**src/hw/tsln_defines.svh**
```systemverilog
// Offsets, field positions, reset values and timing counts of the block
`ifndef TSLN_DEFINES_SVH
`define TSLN_DEFINES_SVH

`define TSLN_AW 8
`define TSLN_NLAMP 8
`define TSLN_NSW 8

`define TSLN_OFF_CTRL 8'h00
`define TSLN_OFF_LAMP 8'h04
`define TSLN_OFF_ATTR 8'h08
`define TSLN_OFF_SWFUNC 8'h0c
`define TSLN_OFF_SWBIT 8'h10
`define TSLN_OFF_HOSTWORD 8'h14
`define TSLN_OFF_NOTIFY 8'h18
`define TSLN_OFF_BARSRC 8'h1c
`define TSLN_OFF_STATUS 8'h20

`define TSLN_CTRL_V5 0
`define TSLN_CTRL_WORDMODE 1
`define TSLN_CTRL_SCREEN 2
`define TSLN_BAR_SIGN 16

`define TSLN_RST_CTRL 2'h0
`define TSLN_RST_WORD 16'h0000
`define TSLN_RST_SWBIT 32'h76543210

`define TSLN_RESP_OKAY 2'h0
`define TSLN_RESP_SLVERR 2'h2

`define TSLN_CLK_KHZ 20000
`define TSLN_FLASH_HALF_MS 500
`define TSLN_FLASH_HALF_CYC (`TSLN_FLASH_HALF_MS * `TSLN_CLK_KHZ)

`endif

```
**src/hw/tsln_pkg.sv**
```systemverilog
// Types shared by the touch-switch and lamp notify block
package tsln_pkg;
   typedef enum logic [1:0] {
      op_mom = 2'h0,
      op_alt = 2'h1,
      op_set = 2'h2,
      op_rst = 2'h3
   } tsln_op_t;
endpackage : tsln_pkg

```
**src/hw/tsln_bar.sv**
```systemverilog
// Bar-graph source word check: hex and negative detection
module tsln_bar (
   input wire logic [15:0] src,
   input wire logic sign_disp,
   output logic visible,
   output logic zero_graph,
   output logic stars,
   output logic negative
);
   logic hex;

   always_comb begin
      negative = (src[15:12] == 4'hf);
      hex = (src[11:8] > 4'h9) || (src[7:4] > 4'h9) || (src[3:0] > 4'h9)
         || ((src[15:12] > 4'h9) && !negative);
      visible = !hex; // RULE_01
      zero_graph = visible && negative && !sign_disp; // RULE_02
      stars = zero_graph; // RULE_02
   end
endmodule : tsln_bar

```
**src/hw/tsln_flash.sv**
```systemverilog
// Flash phase generator from a slow enable divider
module tsln_flash #(
   parameter int unsigned HALF_CYC = 10
) (
   input wire logic aclk,
   input wire logic aresetn,
   output logic phase
);
   logic [23:0] cnt_q, cnt_d;
   logic phase_q, phase_d;
   logic tick;

   always_comb begin
      tick = (cnt_q == 24'(HALF_CYC - 1));
      cnt_d = tick ? 24'h000000 : cnt_q + 24'h000001;
      phase_d = tick ? ~phase_q : phase_q;
   end

   always_ff @(posedge aclk) begin
      if (!aresetn) begin
         cnt_q <= 24'h000000;
         phase_q <= 1'b0;
      end else begin
         cnt_q <= cnt_d;
         phase_q <= phase_d;
      end
   end

   assign phase = phase_q;
endmodule : tsln_flash

```
**src/hw/tsln_top.sv**
```systemverilog
// Lamp, touch-switch lighting and notify logic with AXI4-Lite registers
//
// Our own choices: the placing of the registers and the AXI4-Lite slave port.
`include "tsln_defines.svh"

// Contract
// (RULE_01) Hex bar source word hides the bar
// (RULE_02) Top digit F unsigned: 0 %, stars
// (RULE_03) Lamp unlit at 0, lit at 1
// (RULE_04) Lamp attribute picks steady or flashing
// (RULE_05) Bit index spans 00 to 15
// (RULE_06) Notify switch: press notifies, lamp bit lights
// (RULE_07) Non-notify switch drives no notify bit
// (RULE_08) Four op types on v5, momentary on v4
// (RULE_09) Momentary: 1 while held, 0 on release
// (RULE_10) Alternate inverts bit each press
// (RULE_11) Set drives bit to 1
// (RULE_12) Reset drives bit to 0
// (RULE_13) Word-mode momentary clears other word bits
// (RULE_14) Word-mode others build from captured copy
// (RULE_15) Screen change reports held momentary as 0
// (RULE_16) Host should not mix momentary in one word
// (RULE_17) Bit mode changes only its own bit
// (RULE_18) Switch unlit at 0, lit or flashing at 1
// (RULE_19) Alternate toggles from last known bit value
// (RULE_20) Lamp bits resampled continuously while shown
module tsln_top #(
   parameter int unsigned FLASH_HALF_CYC = `TSLN_FLASH_HALF_CYC
) (
   input wire logic aclk,
   input wire logic aresetn,
   input wire logic [`TSLN_AW-1:0] s_axi_awaddr,
   input wire logic s_axi_awvalid,
   output logic s_axi_awready,
   input wire logic [31:0] s_axi_wdata,
   input wire logic [3:0] s_axi_wstrb,
   input wire logic s_axi_wvalid,
   output logic s_axi_wready,
   output logic [1:0] s_axi_bresp,
   output logic s_axi_bvalid,
   input wire logic s_axi_bready,
   input wire logic [`TSLN_AW-1:0] s_axi_araddr,
   input wire logic s_axi_arvalid,
   output logic s_axi_arready,
   output logic [31:0] s_axi_rdata,
   output logic [1:0] s_axi_rresp,
   output logic s_axi_rvalid,
   input wire logic s_axi_rready,
   input wire logic [`TSLN_NSW-1:0] sw_press,
   output logic [`TSLN_NLAMP-1:0] lamp_out,
   output logic [`TSLN_NSW-1:0] sw_lit,
   output logic [15:0] notify_word,
   output logic [15:0] notify_mask,
   output logic notify_wr,
   output logic bar_visible,
   output logic bar_zero,
   output logic bar_stars
);
   localparam int NS = `TSLN_NSW;

   // Register state
   logic [1:0] ctrl_q, ctrl_d;
   logic [15:0] lamp_q, lamp_d, attr_q, attr_d;
   logic [31:0] swfunc_q, swfunc_d, swbit_q, swbit_d, barsrc_q, barsrc_d;
   logic [15:0] host_q, host_d, cap_q, cap_d;
   // AXI state
   logic aw_have_q, aw_have_d, w_have_q, w_have_d, bvalid_q, bvalid_d;
   logic rvalid_q, rvalid_d;
   logic [`TSLN_AW-1:0] awaddr_q, awaddr_d;
   logic [31:0] wdata_q, wdata_d, rdata_q, rdata_d;
   logic [3:0] wstrb_q, wstrb_d;
   logic [1:0] bresp_q, bresp_d, rresp_q, rresp_d;
   // Switch and output state
   logic [NS-1:0] prev_q, prev_d, held_q, held_d;
   logic [15:0] nword_q, nword_d, nmask_q, nmask_d;
   logic nwr_q, nwr_d;
   logic [`TSLN_NLAMP-1:0] lamp_out_q, lamp_out_d;
   logic [NS-1:0] sw_lit_q, sw_lit_d;
   logic bar_vis_q, bar_zero_q, bar_stars_q, bar_neg_q;
   logic bar_vis_c, bar_zero_c, bar_stars_c, bar_neg_c;
   logic phase, do_wr, scr_c, wr_host, ar_ok;
   logic [31:0] rd_c, wval;
   logic rd_hit, wr_hit;

   function automatic logic [31:0] merge(input logic [31:0] old,
         input logic [31:0] dat, input logic [3:0] strb);
      logic [31:0] r;
      r = old;
      for (int k = 0; k < 4; k++) begin
         if (strb[k]) begin
            r[8*k +: 8] = dat[8*k +: 8];
         end
      end
      return r;
   endfunction : merge

   tsln_flash #(
      .HALF_CYC(FLASH_HALF_CYC)
   ) u_flash (
      .aclk(aclk),
      .aresetn(aresetn),
      .phase(phase)
   );

   tsln_bar u_bar (
      .src(barsrc_q[15:0]),
      .sign_disp(barsrc_q[`TSLN_BAR_SIGN]),
      .visible(bar_vis_c),
      .zero_graph(bar_zero_c),
      .stars(bar_stars_c),
      .negative(bar_neg_c)
   );

   // AXI handshake: both halves captured, write done the cycle after
   assign s_axi_awready = ~aw_have_q & ~bvalid_q;
   assign s_axi_wready = ~w_have_q & ~bvalid_q;
   assign s_axi_arready = ~rvalid_q;
   assign ar_ok = s_axi_arvalid & ~rvalid_q;
   assign do_wr = aw_have_q & w_have_q & ~bvalid_q;

   always_comb begin
      aw_have_d = aw_have_q;
      w_have_d = w_have_q;
      awaddr_d = awaddr_q;
      wdata_d = wdata_q;
      wstrb_d = wstrb_q;
      bvalid_d = bvalid_q;
      bresp_d = bresp_q;
      if (s_axi_awvalid && s_axi_awready) begin
         aw_have_d = 1'b1;
         awaddr_d = s_axi_awaddr;
      end
      if (s_axi_wvalid && s_axi_wready) begin
         w_have_d = 1'b1;
         wdata_d = s_axi_wdata;
         wstrb_d = s_axi_wstrb;
      end
      if (do_wr) begin
         aw_have_d = 1'b0;
         w_have_d = 1'b0;
         bvalid_d = 1'b1;
         bresp_d = wr_hit ? `TSLN_RESP_OKAY : `TSLN_RESP_SLVERR;
      end else if (bvalid_q && s_axi_bready) begin
         bvalid_d = 1'b0;
      end
   end

   // Register writes; device notify write to the host word wins
   always_comb begin
      ctrl_d = ctrl_q;
      lamp_d = lamp_q;
      attr_d = attr_q;
      swfunc_d = swfunc_q;
      swbit_d = swbit_q;
      barsrc_d = barsrc_q;
      wr_host = 1'b0;
      wr_hit = 1'b1;
      scr_c = 1'b0;
      wval = 32'h00000000;
      unique case (awaddr_q)
         `TSLN_OFF_CTRL: wval = merge({30'h0, ctrl_q}, wdata_q, wstrb_q);
         `TSLN_OFF_LAMP: wval = merge({16'h0, lamp_q}, wdata_q, wstrb_q);
         `TSLN_OFF_ATTR: wval = merge({16'h0, attr_q}, wdata_q, wstrb_q);
         `TSLN_OFF_SWFUNC: wval = merge(swfunc_q, wdata_q, wstrb_q);
         `TSLN_OFF_SWBIT: wval = merge(swbit_q, wdata_q, wstrb_q);
         `TSLN_OFF_HOSTWORD: wval = merge({16'h0, host_q}, wdata_q, wstrb_q);
         `TSLN_OFF_BARSRC: wval = merge(barsrc_q, wdata_q, wstrb_q);
         default: wr_hit = 1'b0;
      endcase
      if (do_wr) begin
         unique case (awaddr_q)
            `TSLN_OFF_CTRL: begin
               ctrl_d = wval[1:0];
               scr_c = wval[`TSLN_CTRL_SCREEN];
            end
            `TSLN_OFF_LAMP: lamp_d = wval[15:0]; // RULE_20
            `TSLN_OFF_ATTR: attr_d = wval[15:0];
            `TSLN_OFF_SWFUNC: swfunc_d = {8'h0, wval[23:0]};
            `TSLN_OFF_SWBIT: swbit_d = wval;
            `TSLN_OFF_HOSTWORD: wr_host = 1'b1;
            `TSLN_OFF_BARSRC: barsrc_d = {15'h0, wval[16:0]};
            default: ;
         endcase
      end
   end

   // Notify engine
   always_comb begin
      logic [3:0] b;
      logic val, fire, mom, mom_any;
      tsln_pkg::tsln_op_t op;
      b = 4'h0;
      val = 1'b0;
      fire = 1'b0;
      mom = 1'b0;
      mom_any = 1'b0;
      op = tsln_pkg::op_mom;
      prev_d = sw_press;
      held_d = held_q;
      nwr_d = 1'b0;
      nword_d = ctrl_q[`TSLN_CTRL_WORDMODE] ? cap_q : host_q; // RULE_14
      nmask_d = 16'h0000;
      for (int i = 0; i < NS; i++) begin
         b = swbit_q[4*i +: 4]; // RULE_05
         op = ctrl_q[`TSLN_CTRL_V5] ? // RULE_08
            tsln_pkg::tsln_op_t'(swfunc_q[8+2*i +: 2]) : tsln_pkg::op_mom;
         fire = 1'b0;
         val = 1'b0;
         mom = 1'b0;
         if (swfunc_q[i]) begin // RULE_07
            if (scr_c && held_q[i]) begin
               fire = 1'b1; // RULE_15
               mom = 1'b1;
               held_d[i] = 1'b0;
            end else if (sw_press[i] && !prev_q[i]) begin
               fire = 1'b1; // RULE_06
               unique case (op)
                  tsln_pkg::op_mom: begin
                     val = 1'b1; // RULE_09
                     mom = 1'b1;
                     held_d[i] = 1'b1;
                  end
                  tsln_pkg::op_alt: val = ~nword_d[b]; // RULE_10 RULE_19
                  tsln_pkg::op_set: val = 1'b1; // RULE_11
                  tsln_pkg::op_rst: val = 1'b0; // RULE_12
               endcase
            end else if (!sw_press[i] && prev_q[i] && held_q[i]) begin
               fire = 1'b1; // RULE_09
               mom = 1'b1;
               held_d[i] = 1'b0;
            end
         end
         if (fire) begin
            if (ctrl_q[`TSLN_CTRL_WORDMODE]) begin
               if (mom) begin
                  nword_d = 16'h0000; // RULE_13
               end
               nmask_d = 16'hffff;
            end else begin
               nmask_d[b] = 1'b1; // RULE_17
            end
            nword_d[b] = val;
            nwr_d = 1'b1;
            mom_any = mom_any | mom;
         end
      end
      // A press in the screen cycle keeps its hold: set wins
      if (scr_c) begin
         held_d = held_d & ~held_q;
      end
      if (!nwr_d) begin
         nword_d = nword_q;
         nmask_d = nmask_q;
      end
      host_d = nwr_d ? nword_d : (wr_host ? wval[15:0] : host_q);
      cap_d = cap_q;
      if (scr_c) begin
         cap_d = host_q; // RULE_14
      end else if (nwr_d && ctrl_q[`TSLN_CTRL_WORDMODE] && !mom_any) begin
         cap_d = nword_d;
      end
   end

   // Lighting: steady, or gated by the flash phase
   always_comb begin
      lamp_out_d = lamp_q[7:0] // RULE_03 RULE_04
         & (~attr_q[7:0] | {8{phase}});
      sw_lit_d = lamp_q[15:8] // RULE_06 RULE_18
         & (~attr_q[15:8] | {8{phase}});
   end

   // Read path
   always_comb begin
      rd_hit = 1'b1;
      rd_c = 32'h00000000;
      unique case (s_axi_araddr)
         `TSLN_OFF_CTRL: rd_c = {30'h0, ctrl_q};
         `TSLN_OFF_LAMP: rd_c = {16'h0, lamp_q};
         `TSLN_OFF_ATTR: rd_c = {16'h0, attr_q};
         `TSLN_OFF_SWFUNC: rd_c = swfunc_q;
         `TSLN_OFF_SWBIT: rd_c = swbit_q;
         `TSLN_OFF_HOSTWORD: rd_c = {16'h0, host_q};
         `TSLN_OFF_NOTIFY: rd_c = {nmask_q, nword_q};
         `TSLN_OFF_BARSRC: rd_c = barsrc_q;
         `TSLN_OFF_STATUS: rd_c = {12'h0, bar_neg_q, bar_stars_q, bar_zero_q,
            bar_vis_q, sw_lit_q, lamp_out_q};
         default: rd_hit = 1'b0;
      endcase
      rvalid_d = rvalid_q;
      rdata_d = rdata_q;
      rresp_d = rresp_q;
      if (ar_ok) begin
         rvalid_d = 1'b1;
         rdata_d = rd_c;
         rresp_d = rd_hit ? `TSLN_RESP_OKAY : `TSLN_RESP_SLVERR;
      end else if (rvalid_q && s_axi_rready) begin
         rvalid_d = 1'b0;
      end
   end

   always_ff @(posedge aclk) begin
      if (!aresetn) begin
         ctrl_q <= `TSLN_RST_CTRL;
         lamp_q <= 16'h0000;
         attr_q <= 16'h0000;
         swfunc_q <= 32'h00000000;
         swbit_q <= `TSLN_RST_SWBIT;
         barsrc_q <= 32'h00000000;
         host_q <= `TSLN_RST_WORD;
         cap_q <= `TSLN_RST_WORD;
         aw_have_q <= 1'b0;
         w_have_q <= 1'b0;
         bvalid_q <= 1'b0;
         rvalid_q <= 1'b0;
         awaddr_q <= '0;
         wdata_q <= 32'h00000000;
         wstrb_q <= 4'h0;
         rdata_q <= 32'h00000000;
         bresp_q <= `TSLN_RESP_OKAY;
         rresp_q <= `TSLN_RESP_OKAY;
         prev_q <= '0;
         held_q <= '0;
         nword_q <= `TSLN_RST_WORD;
         nmask_q <= 16'h0000;
         nwr_q <= 1'b0;
         lamp_out_q <= '0;
         sw_lit_q <= '0;
         bar_vis_q <= 1'b0;
         bar_zero_q <= 1'b0;
         bar_stars_q <= 1'b0;
         bar_neg_q <= 1'b0;
      end else begin
         ctrl_q <= ctrl_d;
         lamp_q <= lamp_d;
         attr_q <= attr_d;
         swfunc_q <= swfunc_d;
         swbit_q <= swbit_d;
         barsrc_q <= barsrc_d;
         host_q <= host_d;
         cap_q <= cap_d;
         aw_have_q <= aw_have_d;
         w_have_q <= w_have_d;
         bvalid_q <= bvalid_d;
         rvalid_q <= rvalid_d;
         awaddr_q <= awaddr_d;
         wdata_q <= wdata_d;
         wstrb_q <= wstrb_d;
         rdata_q <= rdata_d;
         bresp_q <= bresp_d;
         rresp_q <= rresp_d;
         prev_q <= prev_d;
         held_q <= held_d;
         nword_q <= nword_d;
         nmask_q <= nmask_d;
         nwr_q <= nwr_d;
         lamp_out_q <= lamp_out_d;
         sw_lit_q <= sw_lit_d;
         bar_vis_q <= bar_vis_c;
         bar_zero_q <= bar_zero_c;
         bar_stars_q <= bar_stars_c;
         bar_neg_q <= bar_neg_c;
      end
   end

   assign s_axi_bvalid = bvalid_q;
   assign s_axi_bresp = bresp_q;
   assign s_axi_rvalid = rvalid_q;
   assign s_axi_rdata = rdata_q;
   assign s_axi_rresp = rresp_q;
   assign lamp_out = lamp_out_q;
   assign sw_lit = sw_lit_q;
   assign notify_word = nword_q;
   assign notify_mask = nmask_q;
   assign notify_wr = nwr_q;
   assign bar_visible = bar_vis_q;
   assign bar_zero = bar_zero_q;
   assign bar_stars = bar_stars_q;

   // Checks on switch 0 alone, so other switches cannot mask a slip
   logic solo0, press0, hex_c;
   logic [3:0] b0;
   logic [1:0] op0;
   assign solo0 = swfunc_q[0] && !scr_c && (sw_press[7:1] == prev_q[7:1]);
   assign press0 = solo0 && sw_press[0] && !prev_q[0];
   assign b0 = swbit_q[3:0];
   assign op0 = ctrl_q[`TSLN_CTRL_V5] ? swfunc_q[9:8] : 2'h0;
   assign hex_c = (barsrc_q[3:0] > 4'h9) || (barsrc_q[7:4] > 4'h9)
      || (barsrc_q[11:8] > 4'h9);
endmodule : tsln_top

```
**config.mk**
```make
export PLATFORM = sky130hd
export DESIGN_NAME = tsln_top
export DESIGN_NICKNAME = d
export VERILOG_FILES = /design/src/hw/tsln_pkg.sv /design/src/hw/tsln_bar.sv /design/src/hw/tsln_flash.sv /design/src/hw/tsln_top.sv
export VERILOG_INCLUDE_DIRS = /design/src /design/src/hw
export SDC_FILE = /design/constraint.sdc
export NUM_CORES = 1
export LEC_CHECK = 0
export ABC_AREA = 1
export BUFFER_PORTS_ARGS = -buffer_cell sky130_fd_sc_hd__buf_2
export CAP_MARGIN = 5
export CORE_AREA = 2 2 212 214
export CTS_CLUSTER_SIZE = 25
export DETAILED_ROUTE_END_ITERATION = 10
export DIE_AREA = 0 0 214 216
export PLACE_DENSITY_LB_ADDON = 0.12
export SLEW_MARGIN = 20
export SYNTH_ARGS = -nofsm -noshare
export SYNTH_HDL_FRONTEND = slang
export SYNTH_HIERARCHICAL = 1
export SYNTH_SLANG_ARGS = --single-unit
```
**constraint.sdc**
```tcl
create_clock -name aclk -period 20.6 [get_ports aclk]
set_input_delay 3.09 -clock aclk [delete_from_list [all_inputs] [get_ports aclk]]
set_output_delay 3.09 -clock aclk [all_outputs]
set_load 0.01 [all_outputs]
```
After elaboration in Yosys (flattened, before gate mapping)
Cells that the tools add are included.
{ "classes": {"n_addsub": 1, "n_reduce_logical": 105, "magnitude_cmp": 20, "bitwise": 41, "mul": 0, "mux": 289, "div_mod_pow": 0, "eq_ne": 41, "shift": 0} }
{ "op_table": {"columns": ["operator", "n"], "rows": [
  ["two-way mux 16 bit", 54],
  ["one-hot mux 32 bit (9 select lines)", 1],
  ["one-hot mux 32 bit (7 select lines)", 1],
  ["two-way mux 1 bit", 170],
  ["two-way mux 8 bit", 21],
  ["bitwise mux 16 bit", 8],
  ["bitwise OR 16 bit", 7],
  ["== test 8 x 5 -> 1 bit, second input constant", 7],
  ["logical AND 1 bit", 49],
  ["less-than comparator 4 x 5 -> 1 bit, second input constant", 8],
  ["binary-select mux 1 bit (select 4 bit)", 8],
  ["demux 1 bit (select 4 bit)", 8],
  ["== test 2 bit, second input constant", 16],
  ["== test 8 x 4 -> 1 bit, second input constant", 4],
  ["greater-or-equal comparator 4 x 1 -> 1 bit, second input constant", 8],
  ["adder 24 x 1 -> 24 bit, second input constant", 1],
  ["AND 8 bit", 3],
  ["== test 24 bit, second input constant", 1],
  ["inverter 8 bit", 3],
  ["one-hot mux 1 bit (3 select lines)", 8],
  ["zero test 1 bit", 20],
  ["two-way mux 2 bit", 10],
  ["OR reduction 2 bit", 10],
  ["== test 2 x 1 -> 1 bit, second input constant", 8],
  ["17 further kinds", 63]
]} }
{ "word_totals": {"elab_cells": 528, "inputBits": 67, "out_inout_bits": 93, "mem_bits_ro": 0, "latchBits": 0, "ff_bits": 316, "memories": 0, "ram_bits": 0} }

Logic depth before layout (Yosys ltp)
Gate-level depths: netlist (run 1).
{ "depth": {"depth_word": 78, "ltp_mapped": 87, "ltp_nobuf": 80} }

By module
Netlist (run 1), hierarchy kept.
{ "modules_own_cells": {"columns": ["module", "instances", "area_per_inst_um2", "seq_area_each_um2", "cells_per_inst"], "rows": [
  ["tsln_top", 1, 20360.8, 5805.6, 3480],
  ["tsln_flash", 1, 1351.3, 500.5, 197],
  ["tsln_bar", 1, 65.1, 0.0, 14]
]} }

Least setup slack after synthesis (run 1)
No wires, ideal clock.
{ "synth_path": {"path_kind": "input-to-reg", "startpoint": "in sw_press[0]", "endpoint": "reg cap_q[7]", "required_time_ns": 20.530, "setup_ns": 0.070, "stages": 80, "slack_ns": 11.070, "arrival_ns": 9.460, "n_path_buf": 8, "cell_sequence": "inv_1 -> nor2_1 -> inv_1 -> nor3_1 -> nor2_1 -> nand2_1 -> nand2_1 -> inv_2 -> buf_4 -> o21ai_0 -> nand3b_1 -> nand2_1 -> nand2_1 -> nand2_1 -> o21ai_1 -> nand4_1 -> nand2_2 -> nand2_4 -> [44 not listed] -> nand2_1 -> nand3_1 -> o21bai_4 -> buf_6 -> nand3_1 -> o211ai_1 -> nand3_1 -> o21ai_1 -> o21ai_0 -> nand3_2 -> nand2_4 -> buf_6 -> nand3_1 -> nand2_1 -> nand2_1 -> nand2_1 -> nand2_1 -> a21oi_1"} }
{ "synth_between": {"elab_chain_len": 78, "word_cells_on_any_way": 133, "classes_between": "mux (111); bitwise (14); reduce/logical (8)"} }
{ "synth_rtl": {"columns": ["element", "line", "rtl"], "rows": [
  ["from (decl)", "tsln_top.sv:49", "input wire logic [`TSLN_NSW-1:0] sw_press,"],
  ["zero test 1 bit", "tsln_top.sv:227", "end else if (!sw_press[i] && prev_q[i] && held_q[i]) begin"],
  ["logical AND 1 bit (2 in a row)", "tsln_top.sv:227", null],
  ["two-way mux 1 bit", "tsln_top.sv:227", null],
  ["two-way mux 1 bit", "tsln_top.sv:215", "end else if (sw_press[i] && !prev_q[i]) begin"],
  ["two-way mux 1 bit", "tsln_top.sv:211", "if (scr_c && held_q[i]) begin"],
  ["two-way mux 1 bit", "tsln_top.sv:210", "if (swfunc_q[i]) begin"],
  ["two-way mux 16 bit", "tsln_top.sv:235", "if (mom) begin"],
  ["two-way mux 16 bit", "tsln_top.sv:234", "if (ctrl_q[`TSLN_CTRL_WORDMODE]) begin"],
  ["[61 not listed]", null, null],
  ["two-way mux 1 bit", "tsln_top.sv:215", null],
  ["two-way mux 1 bit", "tsln_top.sv:211", null],
  ["two-way mux 1 bit", "tsln_top.sv:210", null],
  ["bitwise mux 16 bit", "tsln_top.sv:242", "nword_d[b] = val;"],
  ["two-way mux 16 bit", "tsln_top.sv:233", "if (fire) begin"],
  ["two-way mux 16 bit", "tsln_top.sv:251", "if (!nwr_d) begin"],
  ["two-way mux 16 bit", "tsln_top.sv:259", "end else if (nwr_d && ctrl_q[`TSLN_CTRL_WORDMODE] && !mom_any) begin"],
  ["two-way mux 16 bit", "tsln_top.sv:257", "if (scr_c) begin"],
  ["to (signal assigned)", "tsln_top.sv:310", "cap_q <= `TSLN_RST_WORD;"],
  ["to (signal assigned)", "tsln_top.sv:340", "cap_q <= cap_d;"],
  ["to (decl)", "tsln_top.sv:65", "logic [15:0] host_q, host_d, cap_q, cap_d;"]
]} }
Several ways; a longest one is shown, not always the timed one. The select of a mux whose other input is x is not followed.
A chain may end at the register's enable or synchronous reset.

Worst setup path in the final report (run 1)
{ "layout_path": {"startpoint": "in sw_press[0]", "endpoint": "reg cap_q[10]"} }
The elaborated chain is that of the path after synthesis.

==> results of run 1 <==
cells in the final DEF (no fill, tap or decap), types with 30 or more instances in the layout:
cell type / instances
buf_2: 156
dfxtp_1: 314
nand3_1: 304
nand4_1: 33
nand2_1: 841
clkbuf_16: 37
a31oi_1: 31
o22ai_1: 61
nor2_1: 473
inv_1: 482
o21ai_0: 399
a21oi_1: 273
buf_4: 30
final cells by class:
class	instances	area, um2
clock buffer	53	1046
sequential	315	6307
clock inverter	10	161.4
antenna	2	5.005
multi-input combinational	2692	12750
tap	592	740.7
timing repair buffer	186	1006
inverter	499	1878
fill	4667	19940
sequential cells by signal (all words and copies together), names as in the netlist, 16 cells and up:
| signal | flops |
|---|---|
| cap_q | 16 |
| s_axi_rdata | 32 |
| barsrc_q | 17 |
| attr_q | 16 |
| u_flash/cnt_q | 24 |
| notify_word | 16 |
| host_q | 16 |
| wdata_q | 32 |
| swfunc_q | 24 |
| notify_mask | 16 |
| swbit_q | 32 |
| lamp_q | 16 |
where the power goes:
| part | total, uW | switching (uW) | leakage (uW) | internal (uW) |
|---|---|---|---|---|
| Combinational | 110 | 81.4 | 0.00762 | 28.3 |
| Sequential | 633 | 11.3 | 0.00255 | 622 |
| Clock | 662 | 279 | 0.000584 | 383 |
| Total | 1400 | 372 | 0.0108 | 1030 |
worst max-delay path: cells and delay by family:
kind / cells / cell delay [ns]
AO/OA/AOI/OAI: 10 / 1.85
AND/OR/NAND/NOR: 56 / 5.86
buffers and inverters: 7 / 0.91
worst paths after layout:
path / startpoint / end / slack [ns]
setup / recovery: sw_press[0] / cap_q[10] / 9.28
hold reg to reg: lamp_q[3] / lamp_out[3] / 0.45
setup reg to reg: ctrl_q[1] / cap_q[10] / 10.32
hold / removal: lamp_q[3] / lamp_out[3] / 0.45
kinds of logic after synthesis:
| logic type | Yosys count | share of synthesized area |
|---|---|---|
| XOR/XNOR | 11 | 0.004424 |
| AO/OA/AOI/OAI | 893 | 0.2287 |
| other | 1 | 0.0001722 |
| adder cells (fa/ha/maj) | 1 | 0.0005745 |
| buffers and inverters | 685 | 0.1257 |
| flip-flops | 315 | 0.2896 |
| AND/OR/NAND/NOR | 1785 | 0.3509 |
per-stage QoR:
stage                     utilization  total power, uW  hold slack (ns)  setup slack, ns
after floorplan                     -            707.2           0.4283            11.07
after global placement         0.5174            751.0           0.4336            8.997
after detailed placement       0.5174            751.6           0.4456            8.930
after CTS                      0.5450             1407           0.4518            9.477
after global routing           0.5450             1441           0.4762            8.175
final                          0.5451             1404           0.4510            9.277
synthesized netlist by cell type (all sizes together), types with 2 or more instances:
master and n:
nor3 22, o21ai 424, nand4 33, inv 497
nor2 480, a41oi 3, nand2 866, a32o 5
xor2 7, buf 53, o2111a 4, o211ai 16
xnor2 4, dfxtp 315, a221oi 11, clkinv 2
nand3b 14, and3 2, o221ai 12, a21oi 273
a211oi 7, o22ai 61, nor4 9, and2 4
a31oi 31, nand3 332, o41ai 12, o2111ai 3
o21bai 5, o31ai 8, clkbuf 131, a2111oi 14
or3 17, or2 6
routing by layer:
layer	up-vias	global-route usage	wire, um
met4	0	0.1977	5443
met5	-	0	0
met1	12010	0.5527	40420
met2	1564	0.6267	41930
met3	298	0.07512	10440
li1	12210	-	-
==> reports/results.tsv, run 1 <==
metric	value	unit
clk_pin_slew	0.06	ns
drt_iter0_drc	3822	
setup_viol	0	
grt_pass1_wl	145.3	mm
worstPathArrival	11.73	ns
gr-usage-all-layers	0.4085	
period_share	0.5497	
io-pin-count	160	
ys_seq_elements	315	
dr_total_vias	26080	
gp_congestion	1.045	
grt_max_degree	113	
seq_area_frac_synth	0.2896	
p_leak	0.01075	uW
die_w	214	um
drt-total-wl	98.22	mm
fin_worst_skew	0.02084	ns
synth_area_leaders	dfxtp_1 29%, nand2_1 15%, o21ai_0 9.2%	
drc	0	
cts_sinks	315	
power_density	58.77	nW/um2
antenna_found_initial	1	
tns	0	ns
drt_pass1_iterations	6	
crit_path_start_kind	input pin	
htree_num_levels	2	
max_freq	0.08831	GHz
worstPathRequired	21.00	ns
portBuffers	157	
yosysUniqueCellTypes	55	
rsz0062_at_grt	false	
async_flop_share	0	
path_common_cell	nand2_1	
hold_viol	0	
relSlewSlack	0.2336	
insertion_delay	0.57	ns
drv_slew	0	
holdPathStages	2	
wl_per_cell	22.59	um
grt_pass1_vias	23320	
cts_setup_buffers	0	
die_height	216	um
netlist.area_leader.share	0.2896	
critical_path_class	in2reg	
crit_slowest_cell	inv_1	
postCtsResizedCells	0	
drive_above_1_share	0.08735	
avgViaCountPerCell	5.997	
stdcell_area	23900	um2
std_cell_rows	77	
cts_buffer_depth	3	
tightest_slew	1.141	ns
hp-class	reg2reg	
status	finished clean	
vdd_ir_drop_max	0.00006559	V
place_hpwl	75.24	mm
cts_inserted_buffers	37	
synth_edf_count	0	
synth_flop_cell	dfxtp_1	
critPathMaxStageDelay	0.49	ns
cts_hold_buf	0	
r2r_cells	72	
antenna_left	0	
yosysTopAreaCell	dfxtp_1	
dp_cells	4284	
path_max_fanout	20	
nets	3799	
design.core.area	43840	um2
cts_tree	done	
maxCapViolCount	0	
cts_root_buf	clkbuf_16	
synth_warnings	6	
dpl-instance-area	22680	um2
end_kind	register	
syn_avg_cell_area	5.900	um2
gr-total-overflow	0	
dieArea	46220	um2
final_cells	4349	
finalCriticalPeriod	11.32	ns
netlist_area	21780	um2
synth_cells	3691	
synthToLayoutAreaGrowth	9.733	%
initial_core_util	0.4968	
No activity file was read; power rests on OpenSTA's default activity.
==> inputs of run 2 (changes only) <==
- clock period: 20.6 -> 11.08 ns (I/O delays scaled with it)
==> run 2 against run 1 <==
Clock skew shrank 0.0051 ns. Register-to-register slack lost 9.3 ns. Combinational power grew 87%. First-iteration DRC count shrank 0.92%. Via count shrank 0.33%.
==> reports/results.tsv, run 2 (synthesized netlist as in run 1, its figures left out) <==
metric	value	unit	change
drc	0		unchanged
max_freq	0.09958	GHz	
antenna_left	0		unchanged
grt_max_degree	112		-0.88%
worstPathRequired	11.50	ns	-9.50 ns
p_seq_frac	0.446		-0.005
nets	3809		+0.26%
gr-total-overflow	0		unchanged
fin_worst_skew	0.01578	ns	-0.005060 ns
htree_num_levels	2		unchanged
dr_total_vias	25990		-0.33%
initial_core_util	0.4968		unchanged
insertion_delay	0.57	ns	about the same
status	finished clean		
die_w	214	um	unchanged
r2r_cells	69		-4.2%
io-pin-count	160		unchanged
gp_congestion	1.082		+3.6%
worstPathArrival	10.46	ns	-1.27 ns
vdd_ir_drop_max	0.0001316	V	+100%
period_share	0.9064		
grt_pass1_vias	23090		-1.0%
drt-total-wl	97.95	mm	-0.28%
hp-class	reg2reg		
combPwrFrac	0.078		about the same
finalCriticalPeriod	10.04	ns	
hold_viol	0		unchanged
n_antenna_cell	0		-2
p_leak	0.01080	uW	+0.46%
avgViaCountPerCell	5.962		-0.58%
hp-start	lamp_q[6]		
gr-usage-all-layers	0.4087		about the same
drt_pass1_iterations	7		+1
power.internal	1933	uW	+87%
cts_sinks	315		unchanged
drv_slew	0		unchanged
critical_path_class	in2reg		
antenna_found_initial	1		unchanged
crit_path_start_kind	input pin		
reg2reg_from	ctrl_q[1]		
cts_hold_buf	0		unchanged
synthToLayoutAreaGrowth	10.27	%	
clkPwrFrac	0.476		+0.005
drt_iter0_drc	3787		-0.92%
portBuffers	157		unchanged
final_common_cell	nand2_1		
ff2ff_setup_slack	1.06	ns	-9.26 ns
dieArea	46220	um2	unchanged
place_hpwl	75.23	mm	about the same
wl_per_cell	22.46	um	-0.53%
grt_pass1_wl	145.2	mm	about the same
rsz0062_at_grt	false		
power_density	109.8	nW/um2	+87%
maxCapViolCount	0		unchanged
end_kind	register		
report.power.total	2635	uW	+88%
swShare	0.2664		+0.001871
clk_pin_slew	0.06	ns	about the same
relSlewSlack	0.1877		-0.04587
p_switching	702.2	uW	+89%
layout_common_cells	840 x nand2_1, 481 x inv_1, 473 x nor2_1		
std_cell_rows	77		unchanged
critPathMaxStageDelay	0.44	ns	-0.05 ns
cts_buffer_depth	3		unchanged
setup_viol	0		unchanged
drive_above_1_share	0.09183		+0.004476
path_common_cell	nand2_1		
cts_tree	done		
startpoint	sw_press[0]		
die_height	216	um	unchanged
crit_slowest_cell	o21bai_4		
design.core.area	43840	um2	unchanged
holdPathStages	2		unchanged
path_max_fanout	16		-20%
cts_inserted_buffers	38		+2.7%
cts_root_buf	clkbuf_16		
tightest_slew	1.188	ns	+0.04687 ns
tns	0	ns	unchanged
[run 2: changes by cell type in the layout (fill, tap and decap cells not counted), moves of 2 or more]
cell / change
buf_4: +8
clkbuf_8: +3
clkinvlp_4: +3
clkbuf_1: -2
diode_2: -2
[run 2: layout make-up]
| class | instances | area (um2) |
|---|---|---|
| fillers | 4708 | 19820 |
| multi-input cells | 2692 | 12760 |
| flip-flops and latches | 315 | 6307 |
| inverters | 499 | 1882 |
| clock buffers | 55 | 1105 |
| repair buffers | 194 | 1066 |
| well taps | 592 | 740.7 |
| clock inverters | 12 | 147.6 |
| repair inverters | 1 | 5.005 |
[run 2: power groups by stage]
stage                     Clock, uW  Combinational, uW  Sequential [uW]
after global placement            0                199             1200
after CTS                      1260                200             1170
after detailed placement          0                199             1200
after global routing           1300                222             1180
after floorplan                   0                123             1190
final                          1250                206             1180
[run 2: final timing paths]
kind	end
setup / recovery	cap_q[5]
hold / removal	lamp_out[6]
setup reg to reg	cap_q[5]
hold reg to reg	lamp_out[6]
[run 2: worst max-delay path, delay by kind of cell]
family	cells	cell delay [ns]
and+or+nand+nor	54	5.70
AOI/OAI and AO/OA	11	2.32
buffers and inverters	6	0.69
[run 2: timing repair]
item                       4_1_cts  5_1_grt
gates resized for setup          0        2
setup endpoints to repair        0       48
setup buffers                    0        0
[run 2: per-stage QoR]
stage / util / cell area, um2 / setup slack [ns] / hold slack, ns / cells
after global routing: 0.5478 / 24010 / 0.02130 / 0.4747 / 4360
after floorplan: - / 21780 / 2.978 / 0.4283 / 3692
after global placement: 0.5188 / 22740 / 0.5837 / 0.4364 / 4292
after detailed placement: 0.5188 / 22740 / 0.5777 / 0.4389 / 4292
after CTS: 0.5474 / 23990 / 1.155 / 0.4499 / 4359
final: 0.5478 / 24010 / 1.038 / 0.4500 / 4360
[run 2: layer usage]
| layer | share of wire | wire length (um) | global-route usage | vias up |
|---|---|---|---|---|
| met2 | 0.42 | 41060 | 0.6155 | 1642 |
| met3 | 0.11 | 10770 | 0.07710 | 318 |
| met4 | 0.059 | 5730 | 0.2028 | 2 |
| li1 | - | - | - | 12230 |
| met5 | 0.00013 | 13 | 0 | - |
| met1 | 0.41 | 40380 | 0.5588 | 11800 |
